[src/ulpis_pkg.sv]
// Package: register map, reset values and carrier types of the interrupt status block
package ulpis_pkg;

	// ==========================================================
	// Register read and write addresses
	localparam logic [5:0] ADDR_RISE_WR = 6'h0D;
	localparam logic [5:0] ADDR_RISE_SET = 6'h0E;
	localparam logic [5:0] ADDR_RISE_CLR = 6'h0F;
	localparam logic [5:0] ADDR_FALL_WR = 6'h10;
	localparam logic [5:0] ADDR_FALL_SET = 6'h11;
	localparam logic [5:0] ADDR_FALL_CLR = 6'h12;
	localparam logic [5:0] ADDR_SRC_STATUS = 6'h13;
	localparam logic [5:0] ADDR_EVENT_LATCH = 6'h14;
	localparam logic [5:0] ADDR_LINE_DEBUG = 6'h15;
	localparam logic [5:0] ADDR_SCRATCH_WR = 6'h16;
	localparam logic [5:0] ADDR_SCRATCH_SET = 6'h17;
	localparam logic [5:0] ADDR_SCRATCH_CLR = 6'h18;

	// ==========================================================
	// Field positions and widths
	localparam int NUM_SRC = 5;
	localparam int LINE_W = 2;
	localparam int POS_ID_PIN_GROUNDED = 4;
	localparam int POS_SESSION_ENDED = 3;
	localparam int POS_SESSION_IS_VALID = 2;
	localparam int POS_BUS_POWER_VALID = 1;
	localparam int POS_HOST_DISC = 0;

	// ==========================================================
	// Reset values
	localparam logic [7:0] RST_MASK = 8'h1F;
	localparam logic [7:0] RST_LATCH = 8'h00;
	localparam logic [7:0] RST_SCRATCH = 8'h00;
	localparam logic [NUM_SRC-1:0] RST_SRC = 5'h00;
	localparam logic [LINE_W-1:0] RST_LINE = 2'h0;

	// ==========================================================
	// Carrier types
	typedef struct packed {
		logic rd;
		logic wr;
		logic [5:0] addr;
		logic [7:0] wdata;
	} ulpis_reg_req_s;

	typedef struct packed {
		logic id_pin_grounded;
		logic session_ended;
		logic session_is_valid;
		logic bus_power_valid;
		logic host_disconnect_seen;
	} ulpis_src_s;

endpackage : ulpis_pkg

[src/ulpis_intr_latch.sv]
// Interrupt source status, event latch, line-state debug and scratch registers of a ULPI transceiver
//
// Behaviour
// - Status register 13h bit 4 shows live ID ground; bits 7-5 reserved.
// - Status bits 3..0 track session end, session valid, Bus_power_valid, host disconnect.
// - Latch register 14h bits 4..0 set on unmasked transition of matching source.
// - Reading the latch register returns latched bits then clears them, except bits set by an event in that same cycle.
// - Entering low-power mode clears every latch bit not set by an event in that same cycle.
// - While clock runs, unmasked source changes go to link as receive-command events.
// - Debug register 15h shows live two-bit line state; upper bits zero.
// - Eight-bit scratch byte resets to 00h and affects nothing else.
// - Scratch readable 16h-18h; written 16h, bit-set 17h, bit-cleared 18h.
// - Rising transition unmasked only when rise enable bit at 0Dh set.
// - Falling transition unmasked only when fall enable bit at 10h set.
module ulpis_intr_latch (
	input wire logic ref_clk,
	input wire logic nrst,
	input wire logic ce,
	input wire ulpis_pkg::ulpis_src_s src_pins,
	input wire logic line_state_bit0,
	input wire logic line_state_bit1,
	input wire logic low_power_enter,
	input wire ulpis_pkg::ulpis_reg_req_s reg_req,
	output logic [7:0] reg_rdata,
	output logic reg_rvalid,
	output logic rxcmd_req,
	output logic [4:0] rxcmd_src
);

	localparam int NIN = ulpis_pkg::NUM_SRC + ulpis_pkg::LINE_W;

	// ==========================================================
	// Input synchronisers
	// Three stages; a change is taken only once stages two and three agree,
	// which filters a single-cycle glitch at the cost of one more cycle of latency.
	logic [NIN-1:0] raw_in;
	logic [NIN-1:0] filt_q;
	logic [NIN-1:0] filt_d;
	assign raw_in = {line_state_bit1, line_state_bit0, src_pins};

	genvar gi;
	generate
		for (gi = 0; gi < NIN; gi++) begin : g_sync
			logic s1_q;
			logic s2_q;
			logic s3_q;
			always_ff @(posedge ref_clk or negedge nrst) begin
				if (!nrst) begin
					s1_q <= 1'b0;
					s2_q <= 1'b0;
					s3_q <= 1'b0;
				end else if (ce) begin
					s1_q <= raw_in[gi];
					s2_q <= s1_q;
					s3_q <= s2_q;
				end
			end
			assign filt_d[gi] = (s2_q == s3_q) ? s3_q : filt_q[gi];
		end
	endgenerate

	always_ff @(posedge ref_clk or negedge nrst) begin
		if (!nrst) begin
			filt_q <= {ulpis_pkg::RST_LINE, ulpis_pkg::RST_SRC};
		end else if (ce) begin
			filt_q <= filt_d;
		end
	end

	// ==========================================================
	// Live status and edge detection
	logic [4:0] src_now;
	logic [4:0] src_next;
	logic [4:0] rise_ev;
	logic [4:0] fall_ev;
	logic [4:0] hit_ev;
	logic [7:0] rise_mask_q;
	logic [7:0] fall_mask_q;
	assign src_now = filt_q[4:0];
	assign src_next = filt_d[4:0];
	assign rise_ev = src_next & ~src_now;
	assign fall_ev = src_now & ~src_next;
	assign hit_ev = (rise_ev & rise_mask_q[4:0]) | (fall_ev & fall_mask_q[4:0]);

	// ==========================================================
	// Register access decode
	logic wr;
	logic rd;
	logic [5:0] addr;
	logic [7:0] wdata;
	assign wr = reg_req.wr;
	assign rd = reg_req.rd;
	assign addr = reg_req.addr;
	assign wdata = reg_req.wdata;

	function automatic logic [7:0] wsc(input logic [7:0] cur, input logic [5:0] a, input logic [5:0] base,
		input logic w, input logic [7:0] d);
		logic [7:0] r;
		r = cur;
		if (w && a == base) begin
			r = d;
		end else if (w && a == base + 6'h01) begin
			r = cur | d;
		end else if (w && a == base + 6'h02) begin
			r = cur & ~d;
		end
		return r;
	endfunction : wsc

	logic [7:0] scratch_q;
	logic [7:0] rise_mask_d;
	logic [7:0] fall_mask_d;
	logic [7:0] scratch_d;
	assign rise_mask_d = wsc(rise_mask_q, addr, ulpis_pkg::ADDR_RISE_WR, wr, wdata);
	assign fall_mask_d = wsc(fall_mask_q, addr, ulpis_pkg::ADDR_FALL_WR, wr, wdata);
	assign scratch_d = wsc(scratch_q, addr, ulpis_pkg::ADDR_SCRATCH_WR, wr, wdata);

	// ==========================================================
	// Event latch
	logic [4:0] latch_q;
	logic [4:0] latch_d;
	logic latch_rd;
	assign latch_rd = rd && (addr == ulpis_pkg::ADDR_EVENT_LATCH);
	// clear on low power
	// A new event in the clearing cycle survives: set wins over clear.
	assign latch_d = ((latch_rd || low_power_enter) ? 5'h00 : latch_q) | hit_ev;

	always_ff @(posedge ref_clk or negedge nrst) begin
		if (!nrst) begin
			latch_q <= ulpis_pkg::RST_LATCH[4:0];
			rise_mask_q <= ulpis_pkg::RST_MASK;
			fall_mask_q <= ulpis_pkg::RST_MASK;
			scratch_q <= ulpis_pkg::RST_SCRATCH;
		end else if (ce) begin
			latch_q <= latch_d;
			rise_mask_q <= rise_mask_d;
			fall_mask_q <= fall_mask_d;
			scratch_q <= scratch_d;
		end
	end

	// ==========================================================
	// Read data mux
	logic [7:0] rd_mux;
	logic in_rise;
	logic in_fall;
	logic in_scr;
	assign in_rise = addr >= ulpis_pkg::ADDR_RISE_WR && addr <= ulpis_pkg::ADDR_RISE_CLR;
	assign in_fall = addr >= ulpis_pkg::ADDR_FALL_WR && addr <= ulpis_pkg::ADDR_FALL_CLR;
	assign in_scr = addr >= ulpis_pkg::ADDR_SCRATCH_WR && addr <= ulpis_pkg::ADDR_SCRATCH_CLR;

	always_comb begin
		rd_mux = 8'h00;
		if (in_rise) begin
			rd_mux = rise_mask_q;
		end else if (in_fall) begin
			rd_mux = fall_mask_q;
		end else if (addr == ulpis_pkg::ADDR_SRC_STATUS) begin
			rd_mux = {3'h0, src_now};
		end else if (addr == ulpis_pkg::ADDR_EVENT_LATCH) begin
			rd_mux = {3'h0, latch_q};
		end else if (addr == ulpis_pkg::ADDR_LINE_DEBUG) begin
			rd_mux = {6'h00, filt_q[NIN-1:ulpis_pkg::NUM_SRC]};
		end else if (in_scr) begin
			rd_mux = scratch_q;
		end
	end

	// ==========================================================
	// Outputs
	always_ff @(posedge ref_clk or negedge nrst) begin
		if (!nrst) begin
			reg_rdata <= 8'h00;
			reg_rvalid <= 1'b0;
			rxcmd_req <= 1'b0;
			rxcmd_src <= ulpis_pkg::RST_SRC;
		end else if (ce) begin
			reg_rdata <= rd ? rd_mux : reg_rdata;
			reg_rvalid <= rd;
			rxcmd_req <= |hit_ev;
			rxcmd_src <= src_next;
		end
	end

endmodule : ulpis_intr_latch

[config.mk]
export PLATFORM = sky130hd
export DESIGN_NAME = ulpis_intr_latch
export DESIGN_NICKNAME = d
export VERILOG_FILES = /design/src/ulpis_pkg.sv /design/src/ulpis_intr_latch.sv
export SDC_FILE = /design/constraint.sdc
export NUM_CORES = 1
export LEC_CHECK = 0
export ABC_CLOCK_PERIOD_IN_PS = 1900
export BUFFER_PORTS_ARGS = -buffer_cell sky130_fd_sc_hd__buf_2
export CORE_UTILIZATION = 57
export CTS_BUF_LIST = sky130_fd_sc_hd__clkbuf_16
export CTS_CLUSTER_DIAMETER = 30
export DETAILED_ROUTE_END_ITERATION = 6
export GPL_ROUTABILITY_DRIVEN = 1
export PLACE_DENSITY = 0.75
export SLEW_MARGIN = 10
export SYNTH_ARGS = -nofsm -noshare
export SYNTH_HDL_FRONTEND = slang
export SYNTH_SLANG_ARGS = --single-unit
[constraint.sdc]
create_clock -name ref_clk -period 1.9 [get_ports ref_clk]
set_input_delay 0.38 -clock ref_clk [delete_from_list [all_inputs] [get_ports ref_clk]]
set_output_delay 0.38 -clock ref_clk [all_outputs]
set_load 0.005 [all_outputs]
Word-level counts from Yosys, hierarchy flattened
Index checks and enable logic that the tools add are counted.
{ "classes": {"reduce_logical": 24, "order_cmp": 6, "muxes": 21, "n_mul": 0, "n_shift": 0, "div": 0, "n_bitwise": 15, "addsub": 0, "eq_ne": 19} }
{ "ops": {"columns": ["operator", "n"], "rows": [
  ["2-to-1 mux 8 bit", 15],
  ["equality test 6 x 5 -> 1 bit, second input constant", 9],
  ["bitwise AND 8 bit", 3],
  ["OR 8 bit", 3],
  ["bitwise AND 5 bit", 4],
  ["equality test 6 x 4 -> 1 bit, second input constant", 3],
  ["logical AND 1 bit", 13],
  [">= comparator 6 x 5 -> 1 bit, second input constant", 2],
  ["<= comparator 6 x 5 -> 1 bit, second input constant", 2],
  ["AND reduction 2 bit", 6],
  ["inverter 5 bit", 2],
  ["OR 5 bit", 2],
  ["nonzero test 3 bit", 3],
  ["inverter 8 bit", 1],
  ["equality test 1 bit", 7],
  [">= comparator 6 x 4 -> 1 bit, second input constant", 1],
  ["<= comparator 6 x 4 -> 1 bit, second input constant", 1],
  ["2-to-1 mux 1 bit", 5],
  ["2-to-1 mux 5 bit", 1],
  ["OR reduction 5 bit", 1],
  ["logical OR 1 bit", 1]
]} }
{ "totals": {"input_bits": 27, "out_inout_bits": 15, "rom_bits": 0, "latch_bits": 0, "n_memories": 0, "mem_bits_rw": 0, "reg_bits": 67} }

Longest topological paths before layout
Gate-level depths: netlist (run 1).
{ "logic_depth": {"depth_word": 8, "mapped_depth": 5, "depth_no_buf": 4} }

Least setup slack after synthesis (run 1)
OpenSTA, ideal clock, no wires.
{ "synth_path": {"path_type": "in2reg", "from": "in reg_req[8] in the netlist's numbering", "to": "reg with a tool-made name", "path_stages": 4, "slack_ns": 0.213, "required_time_ns": 1.779, "path_buffers": 0, "setup_ns": 0.121, "arrival_time_ns": 1.566, "path_cell_list": "or4b_4 > a211oi_4 > o21ai_2 > a22o_1"} }
{ "synth_lines": {"columns": ["element", "line", "rtl"], "rows": [
  ["start, declared", "ulpis_intr_latch.sv:23", "input wire ulpis_pkg::ulpis_reg_req_s reg_req,"]
]} }

==> results.yml, run 1 <==
pwr:
  power.internal_mw: 3.003
  seqPwrFrac_pct: 46.3
  design_power_total_mw: 4.129
  switching_share_pct: 27.26
  pwr_density_cell_mw_per_mm2: 1031
  combPwrFrac_pct: 14.9
  switching_power_mw: 1.125
  clkPwrFrac_pct: 38.8
  leakagePower_nw: 1.736
  vdd_ir_drop_max_v: 0.0008492
setup_path:
  start_kind: "primary input"
  critPathBufInv: 1
  end_kind: "flip-flop"
  critPathTopFamily: "simple AND/OR/NAND/NOR gates"
  r2r_slack_ps: 380
  cp_cell_sequence: "buf_2 > or3b_1 > nor4_4 > o21ai_0 > a22o_1"
  crit_type: "primary input to flip-flop"
  worst-path-max-fanout: 8
  critical_path_required_ps: 2120
  crit_arrival_ps: 1880
  path_depth: 5
  critPathMaxStageDelay_ps: 510
  reg2reg_depth: 4
  cp_slowest_cell: "or3b_1"
synthesis:
  ys_types: 47
  synth_flop_cell: "dfrtp_1"
  yosysTopAreaCellShare_pct: 43.20
  ys_seq_area_share_pct: 51.16
  ys_ff_latch: 67
  async_reset_ff_share_pct: 100.0
  syn-cell-area_mm2: 0.003302
  syn_inst: 307
  syn_avg_cell_area_um2: 10.76
  synth_area_leader_cell: "dfrtp_1"
  yosys_warnings: 0
  synth_edf_count: 0
  synth.area.top_cells: "dfrtp_1, dfstp_2, a22o_1"
  syn_nets: 334
final_layout:
  final_common_cell: "dfrtp_1"
  n_antenna_cell: 0
  final_nets: 393
  final_layout_size_suffix_gt1_share_pct: 32.08
  layout_common_cells: "dfrtp_1, o21ai_0, buf_2"
  fin_area_mm2: 0.004004
  layoutNonFillerInstCount: 443
  area_growth_pct: 21.26
die:
  die_w_um: 78.11
  start_util_pct: 59.60
  num_io_pins: 42
  die_h_um: 78.11
  die-area_mm2: 0.006101
  num_rows: 27
  fp.coreArea_mm2: 0.005540
clock_tree:
  clk_pin_slew_ps: 50
  htreeDepth: 3
  cts_setup_buffers: 0
  cts_resized: 0
  clk_latency_ps: 330
  clockBufferDepth: 2
  ctsHoldBuffers: 0
  cts_buffers: 9
  cts.root.buffer_cell: "clkbuf_16"
  tritoncts: "yes"
  clock_sinks: 67
timing:
  fin_setup_tns_ps: 0
  timing.final.crit_share_pct: 87.50
  fmax_mhz: 601.5
  rsz0062_at_grt: "false"
  relSlewSlack_pct: 61.76
  drv_slew: 0
  tightest_slew_ps: 570.4
  hold_viol_final: 0
  skew_ps: 2.914
  finalWorstPathRequiredPeriod_ps: 1662
  finalSetupViolCount: 0
  timing.hold.ws_ps: 32.67
routing:
  drt-pass1-iter-count: 5
  num_vias: 2769
  vias_per_cell: 6.251
  drt-initial-drc-count: 188
  routed_wl_mm: 7.924
  antenna_left: 0
  avgRoutedWirePerCell_um: 17.89
  drc: 0
placement:
  dp.cells: 427
  place_area_mm2: 0.003717
  io_buffers: 41
  gp_routability_congestion: 0.8573
  dpl.hpwl_mm: 5.484
status:
  outcome: "completed"
job:
  maxCapViolCount: 0
global_routing:
  grt_pass1_wl_mm: 13.21
  grt_max_degree: 68
  grt_pass1_vias: 2644
  antenna_found_initial: 0
  track_usage_pct: 29.06
  overflow: 0
hold_path:
  hp-class: "primary input to async pin"
==> worst paths after layout <==
kind	startpoint	endpoint
setup reg to reg	flip-flop	rxcmd_req
hold / removal	nrst	async pin
hold reg to reg	reg_rdata[7]	reg_rdata[7]
min in group ref_clk	src_pins[3]	g_sync[3].s1_q
max in group asynchronous	nrst	async pin
setup / recovery	reg_req[11]	flip-flop
==> stage by stage <==
step	util [%]	setup slack [ps]
after floorplan	-	213.4
after global placement	67.10	-33.88
after CTS	72.27	274.3
after detailed placement	67.10	-81.85
after global routing	72.27	142.4
final	72.27	237.5
==> kinds of logic (layout without fill, tap and decap cells) <==
logic type             count (synthesis)  in the layout  synth area share [%]
AOI/OAI and AO/OA                    125            125                 25.96
and+or+nand+nor                       69             69                 13.38
DFF                                   67             67                 51.16
buffers and inverters                 31             95                 4.396
muxes                                 15             15                 5.116
==> cell usage after synthesis (3+ instances only) <==
cell      instances
a222oi_1          3
nor2_1           10
nand2b_1          4
dfstp_2          10
a221oi_1          6
o21ai_0          42
clkbuf_1          9
o21ai_1           9
dfrtp_1          57
nor3_1            3
a21oi_1           9
or4bb_1           3
buf_4             5
a22o_1           28
inv_1            12
o22ai_1           5
o221ai_1          4
nor2b_1           3
nor3_2            4
mux2_2           15
nand2_1          21
nand3_1           6
a211oi_1          4
o31ai_1           4
==> power by group through the flow <==
stage	Combinational (mW)	Sequential, mW	Clock (mW)
after floorplan	0.441	1.85	0
after detailed placement	0.618	1.92	0
after global routing	0.700	1.94	1.69
final	0.616	1.91	1.60
after CTS	0.622	1.91	1.62
after global placement	0.592	1.92	0
==> layout make-up <==
cell class	instances	area [µm²]
clock buffers	9	225.2
clock inverters	7	61.31
fillers	402	1536
inverters	12	45.04
multi-input cells	209	1468
flip-flops and latches	67	1689
well taps	72	90.09
repair buffers	67	425.4
==> per-layer routing <==
| metal | vias up | track usage [%] | routed length (µm) |
|---|---|---|---|
| li1 | 1288 | - | - |
| met1 | 1364 | 38.62 | 3520 |
| met2 | 95 | 44.82 | 3763 |
| met3 | 22 | 5.581 | 398 |
| met4 | 0 | 16.30 | 242 |
| met5 | - | 0 | 0 |
Note: power is estimated with default switching activity, not from simulation.
==> run 2: changes to the inputs <==
--- a/config.mk
+++ b/config.mk
@@ -6,13 +6,13 @@
 export NUM_CORES = 1
 export LEC_CHECK = 0
 export ABC_CLOCK_PERIOD_IN_PS = 1900
-export BUFFER_PORTS_ARGS = -buffer_cell sky130_fd_sc_hd__buf_2
-export CORE_UTILIZATION = 57
+export CORE_UTILIZATION = 60
 export CTS_BUF_LIST = sky130_fd_sc_hd__clkbuf_16
 export CTS_CLUSTER_DIAMETER = 30
 export DETAILED_ROUTE_END_ITERATION = 6
+export DONT_BUFFER_PORTS = 1
 export GPL_ROUTABILITY_DRIVEN = 1
-export PLACE_DENSITY = 0.75
+export PLACE_DENSITY = 0.72
 export SLEW_MARGIN = 10
 export SYNTH_ARGS = -nofsm -noshare
 export SYNTH_HDL_FRONTEND = slang
==> run 2 against run 1 <==
The run now ends with hold timing left. Die area shrank 4.9%. Count of clock-buffer cells in the layout is the same. Global-route usage rose by 0.56 points. Register-to-register slack worse by 30 ps. Clock skew up 3.3 ps. Routed wire length increased by 0.76%. Critical path depth fell by 1. Via count down 4.8%. Clock power increased by 7%. Cell area shrank 7.1%. Maximum frequency rose by 5.4%.
==> results.yml, run 2 (synthesis gave the netlist of run 1 again) <==
status:
  outcome: "finished, violations left"
  failed_checks: "hold timing"
setup_path:
  start_kind: "primary input"
  worst-path-max-fanout: 9
  critPathMaxStageDelay_ps: 540
  critPathTopFamily: "simple AND/OR/NAND/NOR gates"
  critPathBufInv: 0
  cp_slowest_cell: "or3b_1"
  end_kind: "flip-flop"
  cp_cell_sequence: "or3b_1 > nor4_4 > o21ai_0 > a22o_1"
  crit_arrival_ps: 1790
  critical_path_required_ps: 2110
  crit_type: "primary input to flip-flop"
placement:
  dp.cells: 374
  io_buffers: 0
  pre_cts_ws_ps: -7.672
  place_area_mm2: 0.003410
  dpl.hpwl_mm: 5.325
  gp_routability_congestion: 0.9622
final_layout:
  area_growth_pct: 12.62
  final_nets: 342
  fin_area_mm2: 0.003719
  n_antenna_cell: 0
  final_common_cell: "dfrtp_1"
  fillers: 379
  layoutNonFillerInstCount: 390
  layout_common_cells: "dfrtp_1, o21ai_0, a22o_1"
  fin_util_pct: 71.44
  final_layout_size_suffix_gt1_share_pct: 20.94
die:
  start_util_pct: 63.44
  num_io_pins: 42
  die_w_um: 76.19
  fp.coreArea_mm2: 0.005205
  die_h_um: 76.19
  die-area_mm2: 0.005804
  num_rows: 26
clock_tree:
  tritoncts: "yes"
  cts.root.buffer_cell: "clkbuf_16"
  cts_buffers: 9
  htreeDepth: 3
  clk_pin_slew_ps: 60
  clock_sinks: 67
  clk_latency_ps: 330
  cts_setup_buffers: 0
  cts_resized: 0
  clockBufferDepth: 2
routing:
  drc: 0
  routed_wl_mm: 7.984
  avgRoutedWirePerCell_um: 20.47
  drt-pass1-iter-count: 5
  drt-initial-drc-count: 193
  vias_per_cell: 6.759
  num_vias: 2636
  antenna_left: 0
timing:
  drv_slew: 0
  fmax_mhz: 634.2
  skew_ps: 6.211
  hold_viol_final: 67
  rsz0062_at_grt: "false"
  relSlewSlack_pct: 63.87
  finalWorstPathRequiredPeriod_ps: 1577
  tightest_slew_ps: 534.9
  setup_ws_ps: 323.2
  timing.hold.ws_ps: -256.2
  finalSetupViolCount: 0
  timing.final.crit_share_pct: 82.99
global_routing:
  grt_pass1_vias: 2650
  grt_max_degree: 68
  antenna_found_initial: 0
  overflow: 0
  grt_pass1_wl_mm: 13.21
  track_usage_pct: 29.61
pwr:
  vdd_ir_drop_max_v: 0.0008036
  seqPwrFrac_pct: 47.3
  switching_share_pct: 25.16
  leakagePower_nw: 1.516
  pwr_density_cell_mw_per_mm2: 1097
  design_power_total_mw: 4.079
  clkPwrFrac_pct: 42.2
  switching_power_mw: 1.026
  power.internal_mw: 3.052
  combPwrFrac_pct: 10.5
hold_path:
  hp-class: "primary input to async pin"
job:
  maxCapViolCount: 0
-- run 2: final cells by class --
cell class,count,area (µm²),area share [%]
Tap cell,70,87.58,2.355
Multi-Input combinational cell,209,1468,39.47
Clock inverter,7,83.83,2.254
Inverter,12,45.04,1.211
Clock buffer,9,225.2,6.057
Timing Repair Buffer,16,120.1,3.230
Sequential cell,67,1689,45.42
-- run 2: metal layers --
layer	part of all wire, %	track usage, %
met4	1.8	13.27
met5	0	0
met3	7.1	5.868
met1	44	40.43
met2	47	46.09
-- run 2: worst paths after layout --
check	endpoint	startpoint	depth (start not counted)	slack (ps)
setup / recovery	flip-flop	reg_req[11]	4	320
hold / removal	async pin	nrst	0	-260
setup reg to reg	rxcmd_req	flip-flop	4	350
hold reg to reg	flip-flop	flip-flop	1	500
max in group asynchronous	async pin	nrst	0	1950
min in group ref_clk	g_sync[0].s3_q	ce	1	150
-- run 2: power by group through the flow --
| stage | logic [mW] | clock network, mW | registers, mW |
|---|---|---|---|
| floorplan | 0.441 | 0 | 1.85 |
| global placement | 0.398 | 0 | 1.94 |
| detailed placement | 0.418 | 0 | 1.94 |
| CTS | 0.429 | 1.73 | 1.92 |
| global route | 0.477 | 1.79 | 1.96 |
| finish | 0.427 | 1.72 | 1.93 |
-- run 2: worst register-to-register path, delay by kind of cell, from the launching register on --
family / cells / cell delay, ps
flops: 1 / 560
compound gates: 2 / 300
simple gates: 2 / 620
-- run 2: metrics by stage --
stage / TNS, ps / hold WS (ps)
global route: 0 / -262.4
floorplan: 0 / 84.41
global placement: 0 / 85.99
CTS: 0 / -259.3
detailed placement: -7.672 / 85.81
finish: 0 / -256.2
==> run 3: changes to the inputs <==
--- a/config.mk
+++ b/config.mk
@@ -5,14 +5,15 @@
 export SDC_FILE = /design/constraint.sdc
 export NUM_CORES = 1
 export LEC_CHECK = 0
-export ABC_CLOCK_PERIOD_IN_PS = 1900
-export CORE_UTILIZATION = 60
+export ABC_AREA = 1
+export ABC_CLOCK_PERIOD_IN_PS = 1290
+export CORE_UTILIZATION = 57
 export CTS_BUF_LIST = sky130_fd_sc_hd__clkbuf_16
 export CTS_CLUSTER_DIAMETER = 30
 export DETAILED_ROUTE_END_ITERATION = 6
 export DONT_BUFFER_PORTS = 1
 export GPL_ROUTABILITY_DRIVEN = 1
-export PLACE_DENSITY = 0.72
+export PLACE_DENSITY = 0.71
 export SLEW_MARGIN = 10
 export SYNTH_ARGS = -nofsm -noshare
 export SYNTH_HDL_FRONTEND = slang
==> constraint.sdc (replaced) <==
create_clock -name ref_clk -period 1.29 [get_ports ref_clk]
set_input_delay 0.258 -clock ref_clk [delete_from_list [all_inputs] [get_ports ref_clk]]
set_output_delay 0.258 -clock ref_clk [all_outputs]
set_load 0.005 [all_outputs]
==> run 3 against run 2 <==
The run still ends with hold timing left. Utilization fell by 2.4 points. Non-clock buffer count is 16 higher. First-iteration DRC count decreased by 25%. Via count rose by 7.4%. Clock power is 25% higher. Count of clock-buffer cells in the layout unchanged. Die area up 5.5%.
==> results.yml, run 3 <==
routing:
  drt-initial-drc-count: 144
  drc: 0
  vias_per_cell: 5.311
  avgRoutedWirePerCell_um: 14.79
  num_vias: 2831
  routed_wl_mm: 7.881
  drt-pass1-iter-count: 4
  antenna_left: 0
timing:
  drv_slew: 0
  tightest_slew_ps: 362.8
  timing.hold.ws_ps: -376.4
  fmax_mhz: 839.2
  finalSetupViolCount: 0
  relSlewSlack_pct: 75.75
  skew_ps: 2.130
  rsz0062_at_grt: "false"
  timing.final.crit_share_pct: 92.38
  hold_viol_final: 67
  fin_setup_tns_ps: 0
  finalWorstPathRequiredPeriod_ps: 1192
die:
  die_h_um: 78.26
  num_rows: 27
  start_util_pct: 59.82
  num_io_pins: 42
  fp.coreArea_mm2: 0.005540
  die_w_um: 78.26
  die-area_mm2: 0.006124
synthesis:
  synth_most_common_cell: "nand2_1"
  yosys_warnings: 0
  synth_area_leader_cell: "dfrtp_1"
  ys_types: 25
  syn_nets: 454
  synth.area.top_cells: "dfrtp_1, nand2_1, dfstp_2"
  ys_seq_area_share_pct: 50.96
  async_reset_ff_share_pct: 100.0
  syn_avg_cell_area_um2: 7.762
  ys_ff_latch: 67
  synth_flop_cell: "dfrtp_1"
  syn_inst: 427
  synth_edf_count: 0
  syn-cell-area_mm2: 0.003314
  synth_common_cells: "nand2_1, dfrtp_1, inv_1"
  yosysTopAreaCellShare_pct: 43.04
clock_tree:
  htreeDepth: 3
  clk_pin_slew_ps: 50
  tritoncts: "yes"
  cts.root.buffer_cell: "clkbuf_16"
  clk_latency_ps: 330
  clockBufferDepth: 2
  clock_sinks: 67
  cts_buffers: 9
  cts_setup_buffers: 0
global_routing:
  grt_pass1_vias: 2939
  grt_max_degree: 68
  antenna_found_initial: 0
  overflow: 0
  grt_pass1_wl_mm: 13.44
  track_usage_pct: 29.36
placement:
  dp.cells: 517
  io_buffers: 0
  dpl.hpwl_mm: 5.744
  gp_routability_congestion: 0.9017
final_layout:
  seq_area_mm2: 0.001689
  multi_input_area_mm2: 0.001326
  fin_util_pct: 69.06
  final_common_cell: "nand2_1"
  final_layout_size_suffix_gt1_share_pct: 15.84
  n_antenna_cell: 0
  layoutNonFillerInstCount: 533
  fillers: 468
  final_nets: 483
  layout_common_cells: "nand2_1, dfrtp_1, inv_1"
  area_growth_pct: 15.44
setup_path:
  end_kind: "flip-flop"
  critPathBufInv: 2
  crit_arrival_ps: 1410
  worst-path-max-fanout: 3
  cp_slowest_cell: "dfrtp_1"
  critPathTopFamily: "compound AO/OA/AOI/OAI gates"
  crit_type: "flip-flop to flip-flop"
  cp_cell_sequence: "inv_1 > o21ai_0 > o21ai_1 > nor2_1 > nand3_1 > o21ai_0 > inv_1"
  critical_path_required_ps: 1510
  start_kind: "flip-flop"
  critPathMaxStageDelay_ps: 370
hold_path:
  hp-class: "primary input to async pin"
pwr:
  pwr_density_cell_mw_per_mm2: 1395
  vdd_ir_drop_max_v: 0.0009382
  leakagePower_nw: 2.054
  design_power_total_mw: 5.336
status:
  failed_checks: "hold timing"
  outcome: "finished, violations left"
job:
  maxCapViolCount: 0
==> run 3: cell types whose count changed in the layout (fill, tap and decap cells not counted), sizes merged, moves of 7 or more <==
cell / before / now
nand2: 21 / 134
a22o: 28 / 0
mux2: 15 / 0
o22ai: 5 / 12
nand3: 6 / 26
nor2: 10 / 25
buf: 16 / 32
inv: 13 / 59
nand4: 0 / 14
==> run 3: power breakdown <==
group | total [mW] | switching [mW] | internal, mW
Sequential | 2.58 | 0.184 | 2.40
Clock | 2.15 | 0.874 | 1.27
Combinational | 0.610 | 0.355 | 0.255
Total | 5.34 | 1.41 | 3.92
==> run 3: logic make-up (layout without fill, tap and decap cells) <==
kind of cell | Yosys count | count (layout) | share of synthesized area [%]
and+or+nand+nor | 200 | 200 | 25.93
AOI/OAI and AO/OA | 88 | 88 | 13.97
buffers and inverters | 72 | 106 | 9.135
DFF | 67 | 67 | 50.96
==> run 3: area by class of cell <==
cell class | instances | area share [%]
Inverter | 58 | 5.690
Clock inverter | 7 | 0.9810
Timing Repair Buffer | 32 | 6.279
Multi-Input combinational cell | 288 | 34.66
Tap cell | 72 | 2.354
Sequential cell | 67 | 44.15
Clock buffer | 9 | 5.886
==> run 3: what timing repair did <==
action | 4_1_cts | 5_1_grt
endpoints found under the setup margin | 0 | 1
endpoints found under the hold margin | 67 | 67
gates resized for setup | 0 | 6
==> run 3: metal layers <==
metal	track usage [%]	vias to the layer above	part of all wire [%]
met2	47.89	70	48
met5	0	-	0
li1	-	1443	-
met3	5.814	22	4.4
met1	36.72	1296	44
met4	16.11	0	3.5
==> run 3: stage by stage <==
step / setup slack, ps / cell area (µm²)
finish: 98.32 / 3826
detailed placement: -67.19 / 3560
global route: 10.89 / 3826
floorplan: 111.5 / 3314
CTS: 40.90 / 3822
global placement: -22.94 / 3560
==> run 3: worst paths after layout <==
| path | from | to | slack (ps) | cells past startpoint |
|---|---|---|---|---|
| setup reg to reg | g_sync[0].s2_q | rxcmd_req | 100 | 7 |
| min in group ref_clk | ce | g_sync[0].s2_q | 40 | 1 |
| hold / removal | nrst | async pin | -380 | 0 |
| max in group asynchronous | nrst | async pin | 1450 | 0 |
| setup / recovery | g_sync[0].s2_q | rxcmd_req | 100 | 7 |
| hold reg to reg | g_sync[0].s1_q | g_sync[0].s1_q | 470 | 2 |
